[config.mk]
export PLATFORM = sky130hd
export DESIGN_NAME = ddc_channel_binding
export DESIGN_NICKNAME = d
export VERILOG_FILES = /design/src/rtl/ddc_bind_pkg.sv /design/src/rtl/ddc_channel_binding.sv
export VERILOG_INCLUDE_DIRS = /design/src /design/src/rtl
export SDC_FILE = /design/constraint.sdc
export NUM_CORES = 1
export LEC_CHECK = 0
export BUFFER_PORTS_ARGS = -buffer_cell sky130_fd_sc_hd__buf_2
export CAP_MARGIN = 30
export CORE_MARGIN = 5
export CORE_UTILIZATION = 37
export DETAILED_ROUTE_END_ITERATION = 8
export SYNTH_ARGS = -nofsm -noshare
export SYNTH_HDL_FRONTEND = slang
export SYNTH_SLANG_ARGS = --single-unit
[constraint.sdc]
create_clock -name clk_sys -period 7 [get_ports clk_sys]
set_input_delay 0.7 -clock clk_sys [delete_from_list [all_inputs] [get_ports clk_sys]]
set_output_delay 0.7 -clock clk_sys [all_outputs]
set_load 0.01 [all_outputs]
[src/rtl/ddc_bind_params.svh]
// register offsets, resets and field positions for the channel binding block
`ifndef DDC_BIND_PARAMS_SVH
`define DDC_BIND_PARAMS_SVH
// printed offsets are not multiples of four: they are word indices
`define IDX_SRC_SEL 12'h0216
`define IDX_REF_DIV 12'h0217
`define IDX_SYNC_CTL 12'h0219
`define IDX_LINK_CTL 12'h021A
`define RST_SRC_SEL 8'h02
`define RST_REF_DIV 16'h0000
`define RST_SYNC_CTL 8'h02
`define RST_LINK_CTL 8'h00
`define BIT_SEL_A 0
`define BIT_SEL_B 1
`define BIT_INIT_NEXT 0
`define BIT_INIT_SYNC 1
`define BIT_LINK_EN 0
`define BIT_CAL_EN 1
`define BIT_PD_A 2
`define BIT_PD_B 3
`define RESP_OKAY 2'h0
`define RESP_SLVERR 2'h2
`endif

[src/rtl/ddc_bind_pkg.sv]
// types shared by the channel binding block
package ddc_bind_pkg;
    // one adc sample word pair, one lane per channel
    typedef struct packed {
        logic [15:0] chA;
        logic [15:0] chB;
    } sample_pair_t;

    // arming states of the next-sysref phase init
    typedef enum logic [1:0] {
        ARM_IDLE,
        ARM_CLEARED,
        ARM_ARMED
    } arm_state_t;
endpackage

[src/rtl/ddc_channel_binding.sv]
// channel binding, reference divisor and nco phase sync control with an axi4-lite slave
//
// Chosen here: the AXI4-Lite slave port.
`timescale 1ns/100ps
`default_nettype none
`include "ddc_bind_params.svh"
module ddc_channel_binding #(
    parameter int SAMPLE_W = 16,
    parameter int ADDR_W = 14
) (
    input wire logic clk_sys, // 50 MHz system clock
    input wire logic rst, // async reset, active high
    input wire logic [ADDR_W-1:0] s_axi_awaddr, // write address
    input wire logic s_axi_awvalid, // write address valid
    output logic s_axi_awready, // write address ready
    input wire logic [31:0] s_axi_wdata, // write data
    input wire logic [3:0] s_axi_wstrb, // write byte strobes
    input wire logic s_axi_wvalid, // write data valid
    output logic s_axi_wready, // write data ready
    output logic [1:0] s_axi_bresp, // write response
    output logic s_axi_bvalid, // write response valid
    input wire logic s_axi_bready, // write response ready
    input wire logic [ADDR_W-1:0] s_axi_araddr, // read address
    input wire logic s_axi_arvalid, // read address valid
    output logic s_axi_arready, // read address ready
    output logic [31:0] s_axi_rdata, // read data
    output logic [1:0] s_axi_rresp, // read response
    output logic s_axi_rvalid, // read data valid
    input wire logic s_axi_rready, // read data ready
    input wire ddc_bind_pkg::sample_pair_t adcIn, // samples from adc A and B cores
    output ddc_bind_pkg::sample_pair_t digOut, // samples to digital channels A and B
    input wire logic syncRelease, // sync~ released (high = deasserted)
    input wire logic frameBoundary, // lmfc/lemc boundary pulse
    input wire logic sysref, // sysref level
    output logic ncoPhaseInit, // one-cycle nco phase init pulse
    output logic [15:0] referenceDivisor, // divisor shared by all presets
    output logic divisorEnable, // divisor nonzero
    output logic [1:0] digPowerDown, // power down digital channel A(0) B(1)
    output logic [1:0] linkPowerDown, // power down link of channel A(0) B(1)
    output logic serialLinkEnable, // link enable to the serial interface
    output logic calibrationEnable // calibration enable
);
    // =====================================================================
    // elaboration checks
    generate
        if (SAMPLE_W != 16 || ADDR_W < 14) begin : g_badParam
            $error("ddc_channel_binding: unsupported parameter values");
        end
    endgenerate

    // =====================================================================
    // state
    typedef struct packed {
        logic awHeld;
        logic [ADDR_W-1:0] awAddr;
        logic wHeld;
        logic [31:0] wData;
        logic [3:0] wStrb;
        logic bValid;
        logic [1:0] bResp;
        logic rValid;
        logic [31:0] rData;
        logic [1:0] rResp;
        logic [7:0] srcSel;
        logic [15:0] refDiv;
        logic divEn;
        logic [7:0] syncCtl;
        logic [7:0] linkCtl;
        ddc_bind_pkg::arm_state_t armState;
        logic syncPrev;
        logic syncPending;
        logic sysrefPrev;
        logic initPulse;
        ddc_bind_pkg::sample_pair_t dig;
        logic [1:0] digPd;
    } state_t;

    state_t cur_ff;
    state_t nxt_cur;

    logic [ADDR_W-3:0] wIdx;
    logic [ADDR_W-3:0] rIdx;
    logic doWrite;
    logic wMapped;
    logic [31:0] rWord;
    logic rMapped;
    logic [7:0] newSync;
    logic selA;
    logic selB;
    logic pdA;
    logic pdB;

    // =====================================================================
    // bus decode; word index is byte address over four
    always_comb begin
        wIdx = cur_ff.awAddr[ADDR_W-1:2];
        rIdx = s_axi_araddr[ADDR_W-1:2];
        doWrite = cur_ff.awHeld && cur_ff.wHeld && !cur_ff.bValid;
        wMapped = (wIdx == (ADDR_W-2)'(`IDX_SRC_SEL)) || (wIdx == (ADDR_W-2)'(`IDX_REF_DIV))
            || (wIdx == (ADDR_W-2)'(`IDX_SYNC_CTL)) || (wIdx == (ADDR_W-2)'(`IDX_LINK_CTL));
        rMapped = 1'b1;
        unique case (1'b1)
            rIdx == (ADDR_W-2)'(`IDX_SRC_SEL): rWord = {24'h00_0000, cur_ff.srcSel};
            rIdx == (ADDR_W-2)'(`IDX_REF_DIV): rWord = {16'h0000, cur_ff.refDiv};
            rIdx == (ADDR_W-2)'(`IDX_SYNC_CTL): rWord = {24'h00_0000, cur_ff.syncCtl};
            rIdx == (ADDR_W-2)'(`IDX_LINK_CTL): rWord = {24'h00_0000, cur_ff.linkCtl};
            default: begin
                rWord = 32'h0000_0000;
                rMapped = 1'b0;
            end
        endcase
    end

    // =====================================================================
    // next state
    always_comb begin
        nxt_cur = cur_ff;
        newSync = cur_ff.syncCtl;
        // address and data channels are taken independently, in either order
        if (s_axi_awvalid && !cur_ff.awHeld) begin
            nxt_cur.awHeld = 1'b1;
            nxt_cur.awAddr = s_axi_awaddr;
        end
        if (s_axi_wvalid && !cur_ff.wHeld) begin
            nxt_cur.wHeld = 1'b1;
            nxt_cur.wData = s_axi_wdata;
            nxt_cur.wStrb = s_axi_wstrb;
        end
        if (cur_ff.bValid && s_axi_bready) begin
            nxt_cur.bValid = 1'b0;
        end
        // registers are at most 16 bits wide, so only lanes 0 and 1 matter
        if (doWrite) begin
            nxt_cur.awHeld = 1'b0;
            nxt_cur.wHeld = 1'b0;
            nxt_cur.bValid = 1'b1;
            nxt_cur.bResp = wMapped ? `RESP_OKAY : `RESP_SLVERR;
            if (cur_ff.wStrb[0]) begin
                unique case (1'b1)
                    wIdx == (ADDR_W-2)'(`IDX_SRC_SEL): nxt_cur.srcSel = cur_ff.wData[7:0];
                    wIdx == (ADDR_W-2)'(`IDX_REF_DIV): nxt_cur.refDiv[7:0] = cur_ff.wData[7:0];
                    wIdx == (ADDR_W-2)'(`IDX_SYNC_CTL): newSync = cur_ff.wData[7:0];
                    wIdx == (ADDR_W-2)'(`IDX_LINK_CTL): nxt_cur.linkCtl = cur_ff.wData[7:0];
                    default: ;
                endcase
            end
            if (cur_ff.wStrb[1] && wIdx == (ADDR_W-2)'(`IDX_REF_DIV)) begin
                nxt_cur.refDiv[15:8] = cur_ff.wData[15:8];
            end
        end
        nxt_cur.syncCtl = newSync;
        // enable is kept in a flop beside the divisor so the output carries no gate
        nxt_cur.divEn = |nxt_cur.refDiv;
        // read: one answer at a time, held until rready
        if (cur_ff.rValid && s_axi_rready) begin
            nxt_cur.rValid = 1'b0;
        end
        if (s_axi_arvalid && !cur_ff.rValid) begin
            nxt_cur.rValid = 1'b1;
            nxt_cur.rData = rWord;
            nxt_cur.rResp = rMapped ? `RESP_OKAY : `RESP_SLVERR;
        end

        // arm only when init-next bit 0 is seen 0 and then 1; its reset value of 0 counts, so one write of 1 arms after reset
        nxt_cur.sysrefPrev = sysref;
        nxt_cur.initPulse = 1'b0;
        unique case (cur_ff.armState)
            ddc_bind_pkg::ARM_IDLE: begin
                if (!newSync[`BIT_INIT_NEXT]) begin
                    nxt_cur.armState = ddc_bind_pkg::ARM_CLEARED;
                end
            end
            ddc_bind_pkg::ARM_CLEARED: begin
                if (newSync[`BIT_INIT_NEXT]) begin
                    nxt_cur.armState = ddc_bind_pkg::ARM_ARMED;
                end
            end
            ddc_bind_pkg::ARM_ARMED: begin
                if (!newSync[`BIT_INIT_NEXT]) begin
                    nxt_cur.armState = ddc_bind_pkg::ARM_CLEARED;
                end else if (sysref && !cur_ff.sysrefPrev) begin
                    nxt_cur.armState = ddc_bind_pkg::ARM_IDLE;
                    nxt_cur.initPulse = 1'b1;
                end
            end
        endcase

        // sync rise waits for the next frame boundary
        nxt_cur.syncPrev = syncRelease;
        if (!cur_ff.syncCtl[`BIT_INIT_SYNC]) begin
            nxt_cur.syncPending = 1'b0;
        end else if (syncRelease && !cur_ff.syncPrev) begin
            nxt_cur.syncPending = 1'b1;
        end else if (cur_ff.syncPending && frameBoundary) begin
            nxt_cur.syncPending = 1'b0;
            nxt_cur.initPulse = 1'b1;
        end

        selA = cur_ff.srcSel[`BIT_SEL_A];
        selB = cur_ff.srcSel[`BIT_SEL_B];
        nxt_cur.dig.chA = selA ? adcIn.chB : adcIn.chA;
        nxt_cur.dig.chB = selB ? adcIn.chB : adcIn.chA;
        // power down follows the bound adc
        pdA = cur_ff.linkCtl[`BIT_PD_A];
        pdB = cur_ff.linkCtl[`BIT_PD_B];
        nxt_cur.digPd[0] = selA ? pdB : pdA;
        nxt_cur.digPd[1] = selB ? pdB : pdA;
    end

    // =====================================================================
    // state register
    always_ff @(posedge clk_sys or posedge rst) begin
        if (rst) begin
            cur_ff <= '0;
            cur_ff.srcSel <= `RST_SRC_SEL;
            cur_ff.refDiv <= `RST_REF_DIV;
            cur_ff.divEn <= |`RST_REF_DIV;
            cur_ff.syncCtl <= `RST_SYNC_CTL;
            cur_ff.linkCtl <= `RST_LINK_CTL;
            cur_ff.armState <= ddc_bind_pkg::ARM_IDLE;
            cur_ff.digPd <= 2'h0;
        end else begin
            cur_ff <= nxt_cur;
        end
    end

    // =====================================================================
    // outputs, all straight from the state register
    always_comb begin
        s_axi_awready = !cur_ff.awHeld;
        s_axi_wready = !cur_ff.wHeld;
        s_axi_bvalid = cur_ff.bValid;
        s_axi_bresp = cur_ff.bResp;
        s_axi_arready = !cur_ff.rValid;
        s_axi_rvalid = cur_ff.rValid;
        s_axi_rdata = cur_ff.rData;
        s_axi_rresp = cur_ff.rResp;
        digOut = cur_ff.dig;
        ncoPhaseInit = cur_ff.initPulse;
        referenceDivisor = cur_ff.refDiv;
        divisorEnable = cur_ff.divEn;
        digPowerDown = cur_ff.digPd;
        linkPowerDown = cur_ff.digPd;
        serialLinkEnable = cur_ff.linkCtl[`BIT_LINK_EN];
        calibrationEnable = cur_ff.linkCtl[`BIT_CAL_EN];
    end

    // =====================================================================
    // assertions
    // channel B and A routing, power down and divisor
    AST_ROUTE_B: assert property (@(posedge clk_sys) disable iff (rst)
        !$past(rst) |-> digOut.chB == ($past(cur_ff.srcSel[1]) ? $past(adcIn.chB) : $past(adcIn.chA)))
        else $error("channel B routing wrong");
    AST_ROUTE_A: assert property (@(posedge clk_sys) disable iff (rst)
        !$past(rst) |-> digOut.chA == ($past(cur_ff.srcSel[0]) ? $past(adcIn.chB) : $past(adcIn.chA)))
        else $error("channel A routing wrong");
    AST_PD_A: assert property (@(posedge clk_sys) disable iff (rst)
        digPowerDown[0] == ($past(cur_ff.srcSel[0]) ? $past(cur_ff.linkCtl[3]) : $past(cur_ff.linkCtl[2])))
        else $error("channel A power down wrong");
    AST_PD_B: assert property (@(posedge clk_sys) disable iff (rst)
        digPowerDown[1] == ($past(cur_ff.srcSel[1]) ? $past(cur_ff.linkCtl[3]) : $past(cur_ff.linkCtl[2])))
        else $error("channel B power down wrong");
    AST_PD_LINK: assert property (@(posedge clk_sys) disable iff (rst)
        linkPowerDown == digPowerDown)
        else $error("link power down differs from channel");
    AST_DIV_EN: assert property (@(posedge clk_sys) disable iff (rst)
        divisorEnable == (referenceDivisor != 16'h0000))
        else $error("divisor enable wrong");
    AST_DIV_SHARED: assert property (@(posedge clk_sys) disable iff (rst)
        $changed(referenceDivisor) |-> $past(doWrite))
        else $error("divisor changed without a write");
    // sync init fires at the boundary
    AST_SYNC_INIT: assert property (@(posedge clk_sys) disable iff (rst)
        (cur_ff.syncPending && frameBoundary && cur_ff.syncCtl[1]) |=> ncoPhaseInit)
        else $error("missing init at boundary");
    // armed sysref edge fires once and disarms
    AST_SYSREF_ONCE: assert property (@(posedge clk_sys) disable iff (rst)
        (cur_ff.armState == ddc_bind_pkg::ARM_ARMED && sysref && !cur_ff.sysrefPrev && newSync[0])
        |=> ncoPhaseInit && cur_ff.armState == ddc_bind_pkg::ARM_IDLE)
        else $error("sysref init not taken once");
    // no init pulse without a cause
    AST_NO_SPURIOUS: assert property (@(posedge clk_sys) disable iff (rst)
        ncoPhaseInit |-> ($past(cur_ff.armState) == ddc_bind_pkg::ARM_ARMED || $past(cur_ff.syncPending)))
        else $error("spurious phase init");
endmodule // ddc_channel_binding
`default_nettype wire

Word level (Yosys, flattened, before mapping) --
Cells that the tools add are included.
Operators by class: reduce and logical (&&, ||, !) cells 31, mux-type cells 37, eq/ne operators 14
Operators with widths (count):
- equality test 12 x 10 -> 1 bit, second input constant | 8
- case mux 16 bit (4 select lines) | 1
- 2-to-1 mux 16 bit | 3
- 2-to-1 mux 37 bit | 1
- 2-to-1 mux 35 bit | 1
- 2-to-1 mux 8 bit | 3
- 2-to-1 mux 1 bit | 19
- OR reduction 16 bit | 1
- 2-to-1 mux 15 bit | 1
- 2-to-1 mux 2 bit | 6
- AND reduction 3 bit | 4
- logical AND 1 bit | 11
- nonzero test 2 bit | 4
- zero test 1 bit | 6
- case mux 2 bit (3 select lines) | 1
- != test 2 bit, second input constant | 2
- OR reduction 4 bit | 1
- logical OR 1 bit | 3
- 2-to-1 mux 3 bit | 1
- != test 3 x 1 -> 1 bit, second input constant | 1
- != test 3 bit, second input constant | 1
- equality test 2 x 1 -> 1 bit, second input constant | 1
- equality test 2 bit, second input constant | 1
- zero test 2 bit | 1
Storage, ports and cells: flip-flop bits (word level) 171, word-level logic and storage cells 106, output and inout port bits 97, bits of input ports 106

Depth between registers and ports, before layout --
Gate-level depths: netlist (run 1).
depth in word-level cells 9, gate-level depth with buffers 6, gate-level depth less buffers 5

Least setup slack after synthesis (run 1) --
No wires, ideal clock.
path type input to register, from in s_axi_araddr[2], to reg cur_ff (netlist bit s_axi_rdata[0]), slack 4.882 ns, stages on the path 5, data required time 6.933 ns, library setup time 0.067 ns, data arrival time 2.051 ns, buffers on the path 1, cells stage by stage buf_4 inv_2 or4b_4 a211oi_2 a22o_1
Between the ends: cells in the longest elaborated chain, start to end 2, elaborated cells between the ends (all ways) 5, classes of those cells 4 x eq/ne; 1 x mux
Ends and longest elaborated chain:
- start, declared | line ddc_channel_binding.sv:23 | input wire logic [ADDR_W-1:0] s_axi_araddr,
- equality test 12 x 10 -> 1 bit (on tied branches)
- case mux 16 bit (4 select lines) * | line ddc_channel_binding.sv:102 | unique case (1'b1)
- end signal, assigned | line ddc_channel_binding.sv:223 | cur_ff <= nxt_cur;
- end, declared | line ddc_channel_binding.sv:78 | state_t cur_ff;
Mark *: on every way between the ends. The rest lies on a longest branch, timed or not. A chain may end at the register's enable or synchronous reset.

Worst setup path in the final report (run 1) --
from in s_axi_araddr[7], to reg cur_ff (netlist bit s_axi_rdata[13])
Same word-level chain as after synthesis.

==> results.md, run 1 <==
- Status: completed
- Async SR Flop Fraction: 100.0%
- CTS resizes: 0
- Die area: 19120 µm²
- Vias per cell: approximately 4.6
- Die H: 138.3 µm
- Max-slew violations: 0
- Unrepaired setup endpoints after global routing: no
- Die width: between 100 and 150 µm
- Placer Congestion: 0.7263
- Comb pwr share: 13.5%
- Num CTS Buffers: 17
- Initial DRC Count: between 100 and 150
- Nets: about 660
- Critical R2R Launch: cur_ff[164]
- Final Cycle Share: between 30% and 40%
- Design area: roughly 7000 µm²
- Clock Tree Buf Depth: 2
- Ratio of cells with drive above 1 in the final layout: 55.67%
- TritonRoute pass-1 iters: 5
- # diodes: 0
- Area growth, synth to finish: 18.45%
- Worst reg2reg setup slack: 4.75 ns
- Wire length per cell: 16.63 µm
- Critical Path AT: around 2.7 ns
- Netlist cell types: 39
- CP cell instances: buf_2 -> nor4b_1 -> nand4_1 -> nor3_2 -> a22o_1
- Vias in the first global route: 3973
- Setup violators final: 0
- Min-delay worst type: in -> async
- Max cap viols: 0
- Largest net degree at the start of global routing: 70
- Most common cell in the synthesized netlist: dfrtp_1
- Final TNS setup: 0 ns
- Dpl cell area: between 6000 and 7000 µm²
- Root buffer cell: clkbuf_16
- Cell area after synthesis: approximately 6100 µm²
- Sw Share: about a quarter
- Clock power frac: 42.9%
- Synth top area share: 53.83%
- I/O Buffers: 162
- Placed cells: approximately 750
- Max Freq: approximately 430 MHz
- Static leakage: between 3 and 4 nW
- R2R depth: 5
- CTS tree: yes
- Worst-Skew Late Latency: approximately 0.4 ns
- Final WS setup: about 4.7 ns
- Clk_skew: 0.009361 ns
- Slowest stage delay, CP: 0.63 ns
- Boundary Pins: between 200 and 250
- Clk sink count: about 130
- Top cells by area, synth: dfrtp_1, mux2_2, buf_4
- Crit Path Class: in -> reg
- Internal power: ~0.0017 W
- Post-CTS Setup Inserts: 0
- Cell row count: 47
- Via count of the routed design: about 3600
- Post-Syn Instances: ~450
- Initial core utilization: between 30% and 40%
- H-tree depth: 4
- Final hold vios: 0
- Actual slew at the worst max-slew pin: ~0.99 ns
- DP Worst Slack: between 4 and 5 ns
- Slowest cell on the critical path: nor3_2
- Sequential area share after synthesis: between 50% and 60%
- Slew HR: 33.62%
- Post-synth top area cell: dfrtp_1
- Overall routing resource usage: 13.99%
- Warnings, synthesis: 0
- Synthesized area per cell: around 14 µm²
- Hpwl dp: between 9 and 10 mm
- Sw power: 0.0005509 W
- Critical path fanouts, max: 9
- Type of origin of the critical path: input pin
- First-pass GRT wire length: about 21 mm
- Final ANT Viol Nets: 0
- Gr ovfl total: 0
- Tmin final: 2.331 ns
- #FFs+latches synth: about 130
- CORE AREA: about 16000 µm²
- Final Non-Filler Cells: 784
- Initial antenna violation count: 0
- EDFF count, synth: 0
- IR Drop Worst-Case VDD: approximately 0.00016 V
- Drt total wl: approximately 13 mm
- Post-CTS Hold Fix Bufs: 0
- CP endpoint: s_axi_rdata[13]
- Setup crit start: s_axi_araddr[7]
- Pwr per Cell Area: ~310 nW/µm²
- Fin util: between 40% and 50%
- Post-synth top flop: dfrtp_1
- Critical Path RT: approximately 7.3 ns
- R2R Path End: ncoPhaseInit
- Post-synth top cells: dfrtp_1, mux2_2, buf_4, nor2_1, a22o_1
- Sequential share of power: between 40% and 50%
- Number of remaining DRC errors: 0
- Register clock-pin slew on the reported worst setup and hold paths: about 0.05 ns
- Crit end category: register
## cells by family after synthesis
group | count (synthesis) | share of synthesized area [%]
AO/OA/AOI/OAI | 35 | 4.849
buffers and inverters | 107 | 12.08
AND/OR/NAND/NOR | 60 | 7.232
multiplexers | 115 | 21.08
flip-flops | 133 | 54.69
other | 1 | 0.06158
## metrics by stage
| stage | power [W] | hold WS, ns |
|---|---|---|
| floorplan | 0.001215 | 0.4733 |
| global placement | 0.001287 | 0.4840 |
| detailed placement | 0.001311 | 0.4901 |
| CTS | 0.002290 | 0.3911 |
| global route | 0.002370 | 0.3877 |
| finish | 0.002258 | 0.3518 |
## layout make-up
class / count / area [µm²]
Clock buffer: 23 / 478.0
Multi-Input combinational cell: 228 / 2090
Tap cell: 220 / 275.3
Clock inverter: 8 / 171.4
Fill cell: 1593 / 9135
Sequential cell: 133 / 3331
Timing Repair Buffer: 164 / 833.3
Inverter: 8 / 35.03
## sequential cells by signal, indices dropped and copies added, names as in the netlist, 2 cells and up
| register | count |
|---|---|
| digOut | 32 |
| cur_ff | 59 |
| digPowerDown | 2 |
| referenceDivisor | 16 |
| s_axi_rdata | 16 |
## placed cells by master, fill, tap and decap left out, drive strengths merged, types with 2 or more instances in the layout
cell type	count
a221o	8
mux2	103
buf	164
dfrtp	131
mux2i	12
nand2	4
nand2b	5
nor4b	4
conb	18
nor2b	4
a22o	16
nand4	7
inv	8
o21ai	3
a21o	2
bufinv	5
dfstp	2
nor3b	2
nor3	4
a21oi	2
nor4	2
clkbuf	23
and4b	3
clkinv	2
nor2	22
## power groups by stage
stage	sequential (W)	clock (W)	combinational (W)
final	0.000985	0.000969	0.000304
after CTS	0.000988	0.000991	0.000312
after detailed placement	0.00100	0	0.000310
after global placement	0.000992	0	0.000295
after floorplan	0.000969	0	0.000246
after global routing	0.00100	0.00103	0.000336
## critical path: cells and delay by family
kind | cells | cell delay, ns
and+or+nand+nor | 3 | 1.65
buffers and inverters | 1 | 0.10
AOI/OAI and AO/OA | 1 | 0.22
## layer usage
layer,vias up,wire [µm],global-route usage (%)
li1,1693,-,-
met2,130,6302,22.43
met3,13,939,5.490
met5,-,0,0
met4,0,157,4.524
met1,1788,5635,17.44
## worst min-delay path by stage
stage	slack (ns)	start	cells after the start	to
floorplan	0.47	cur_ff[120]	1	cur_ff[120]
global placement	0.48	cur_ff[39]	1	cur_ff[38]
detailed placement	0.49	s_axi_rdata[6]	1	s_axi_rdata[6]
CTS	0.39	syncRelease	1	cur_ff[37]
global route	0.39	syncRelease	1	cur_ff[37]
finish	0.35	rst	2	s_axi_rvalid
(Power assumes the default switching activity.)
==> inputs of run 2 (changes only) <==
Clock period 7 ns to 2.3 ns, I/O delays scaled along.
==> run 2 against run 1 <==
Effect of this change: the flow now finishes with violations (negative hold slack); sequential share of layout area shrank 0.44 points; flip-flop and latch count unchanged; sequential power grew to 3.0 times the previous value; largest power group unchanged.
==> results.md, run 2 (synthesis gave the netlist of run 1 again) <==
- Status: complete, but fails checks (was completed)
- Failing checks: negative hold slack
- Leading cell types in the layout, fill and taps excluded: buf_2, dfrtp_1, mux2_2 (unchanged)
- Via count of the routed design: 3703 (was 3624)
- R2R depth: 5 (unchanged)
- Fin util: 44.54% (was 44.12%)
- CTS tree: yes (unchanged)
- Static leakage: 3.657 nW (was 3.613 nW)
- Clk sink count: 133 (unchanged)
- Register clock-pin slew on the reported worst setup and hold paths: 0.05 ns (about the same)
- Hpwl dp: 9.610 mm (was 9.657 mm)
- Overall routing resource usage: 13.94% (was 13.99%)
- Dpl cell area: 6658 µm² (was 6564 µm²)
- Unrepaired setup endpoints after global routing: no (unchanged)
- Area growth, synth to finish: 19.58% (was 18.45%)
- Slew HR: 50.99% (was 33.62%)
- Ratio of cells with drive above 1 in the final layout: 56.11% (was 55.67%)
- Crit Path Class: reg -> reg (was in -> reg)
- Drt total wl: 13.00 mm (was 13.04 mm)
- Final hold slack: -0.001972 ns (was 0.3518 ns)
- First-pass GRT wire length: 21.14 mm (was 21.18 mm)
- Vias per cell: 4.623 (was 4.622)
- Root buffer cell: clkbuf_16 (unchanged)
- Die H: 138.3 µm (unchanged)
- Wire length per cell: 16.22 µm (was 16.63 µm)
- Largest register FFs: 59 (unchanged)
- Boundary Pins: 203 (unchanged)
- Largest net degree at the start of global routing: 134 (was 70)
- Min-delay worst type: in -> async (unchanged)
- Initial DRC Count: 76 (was 104)
- CTS resizes: 0 (unchanged)
- Post-CTS Setup Inserts: 0 (unchanged)
- Number of remaining DRC errors: 0 (unchanged)
- Largest Register: cur_ff (unchanged)
- Slowest stage delay, CP: 0.46 ns (was 0.63 ns)
- Initial antenna violation count: 0 (unchanged)
- Storage cell area: 3331 µm² (unchanged)
- Final hold vios: 2 (was 0)
- Slowest cell on the critical path: nor4b_4 (was nor3_2)
- Clock power frac: 40.3% (was 42.9%)
- Final Cycle Share: about nine tenths
- IR Drop Worst-Case VDD: 0.0007038 V (was 0.0001640 V)
- Cell row count: 47 (unchanged)
- Comb pwr share: 14.4% (was 13.5%)
- Final ANT Viol Nets: 0 (unchanged)
- Die area: 19120 µm² (unchanged)
- Worst-Skew Late Latency: 0.41 ns (about the same)
- I/O Buffers: 162 (unchanged)
- Gr ovfl total: 0 (unchanged)
- Sequential share of power: 45.3% (was 43.6%)
- H-tree depth: 4 (unchanged)
- Worst reg2reg setup slack: 0.22 ns (was 4.75 ns)
- Max-slew violations: 0 (unchanged)
- Footprint of the multi-input gates: 2090 µm² (unchanged)
- Type of origin of the critical path: register (was input pin)
- CP endpoint: divisorEnable (was s_axi_rdata[13])
- Initial core utilization: 37.25% (unchanged)
- Sw Share: 25.22% (was 24.39%)
- # fillers: 1572 (was 1593)
- Max cap viols: 0 (unchanged)
- Internal power: 0.004940 W (was 0.001707 W)
- TritonRoute pass-1 iters: 4 (was 5)
- Most common library cell in the layout ignoring fill and taps: buf_2 (unchanged)
- Final WS setup: 0.2231 ns (was 4.669 ns)
- Tmin final: between 2 and 2.5 ns
- Final TNS setup: 0 ns (unchanged)
- # diodes: 0 (unchanged)
- Pwr per Cell Area: 907.2 nW/µm² (was 313.1 nW/µm²)
- Setup violators final: 0 (unchanged)
- Actual slew at the worst max-slew pin: 0.7351 ns (was 0.9937 ns)
- Clock Tree Buf Depth: 2 (unchanged)
- Die width: 138.3 µm (unchanged)
- CORE AREA: 16350 µm² (unchanged)
- Placer Congestion: 0.7590 (was 0.7263)
- Setup crit start: cur_ff[164] (was s_axi_araddr[7])
- Max Freq: slightly below 500 MHz
- Critical Path RT: 2.58 ns (was 7.34 ns)
- Design area: 7282 µm² (was 7213 µm²)
- R2R Path End: divisorEnable (was ncoPhaseInit)
- DP Worst Slack: 0.1882 ns (was 4.158 ns)
- Num CTS Buffers: 17 (unchanged)
- Vias in the first global route: 4019 (was 3973)
- Crit end category: register (unchanged)
- Sw power: 0.001666 W (was 0.0005509 W)
- Clk_skew: 0.006190 ns (was 0.009361 ns)
- CP cell instances: nor4b_4 -> nand4_4 -> mux2_2 -> nor3_1 -> nand4_1 (was buf_2 -> nor4b_1 -> nand4_1 -> nor3_2 -> a22o_1)
- Critical path fanouts, max: 8 (was 9)
- Critical Path AT: 2.35 ns (was 2.67 ns)
- Critical R2R Launch: cur_ff[164] (unchanged)
- Nets: 674 (was 658)
-- run 2: changes by cell type in the layout (fill, tap and decap cells not counted), moves of 2 or more --
cell	previous run	this run
buf_4	1	13
bufinv_16	5	3
clkbuf_8	3	1
clkinv_2	1	5
clkinvlp_4	1	3
dlygate4sd3_1	0	4
-- run 2: stage by stage --
step                      cells  power (W)
after floorplan             468   0.003699
after global placement      765   0.003958
after detailed placement    765   0.004006
after CTS                   801   0.006712
after global routing        801   0.006960
final                       801   0.006606
-- run 2: worst max-delay path, delay by kind of cell (launching register included) --
family,cells,cell delay (ns)
flops,1,0.40
simple gates,4,1.18
mux,1,0.35
-- run 2: final cells by class --
class | count | area share [%]
sequential | 133 | 45.74
multi-input combinational | 228 | 28.69
timing repair buffer | 180 | 13.30
clock buffer | 22 | 6.237
tap | 220 | 3.780
clock inverter | 10 | 1.787
inverter | 8 | 0.4639
-- run 2: worst min-delay path by stage --
stage	start	end	slack, ns	cells after the start
after floorplan	sysref	cur_ff[35]	0.26	0
after global placement	sysref	cur_ff[35]	0.36	1
after detailed placement	syncRelease	cur_ff[37]	0.36	1
after CTS	s_axi_awvalid	cur_ff[170]	0.03	3
after global routing	s_axi_wdata[7]	cur_ff[130]	0.03	2
final	rst	digOut[28]	-0.002	3
-- run 2: routing by layer --
layer,global-route usage [%],share of wire (%),wire length [µm],up-vias
met5,0,0,0,-
met4,4.576,1.7,227,0
met3,5.732,7.4,957,16
met2,22.71,48,6201,137
met1,16.85,43,5610,1810
li1,-,-,-,1740
-- run 2: power groups by stage --
| stage | combinational, W | clock (W) | sequential, W |
|---|---|---|---|
| finish | 0.000952 | 0.00266 | 0.00299 |
| global route | 0.00106 | 0.00284 | 0.00306 |
| CTS | 0.000971 | 0.00274 | 0.00300 |
| detailed placement | 0.000964 | 0 | 0.00304 |
| global placement | 0.000936 | 0 | 0.00302 |
| floorplan | 0.000749 | 0 | 0.00295 |
-- run 2: timing repair --
item                                    CTS  global route
hold buffers                              4             0
endpoints found under the setup margin    0             0
hold endpoints to repair                  4             0
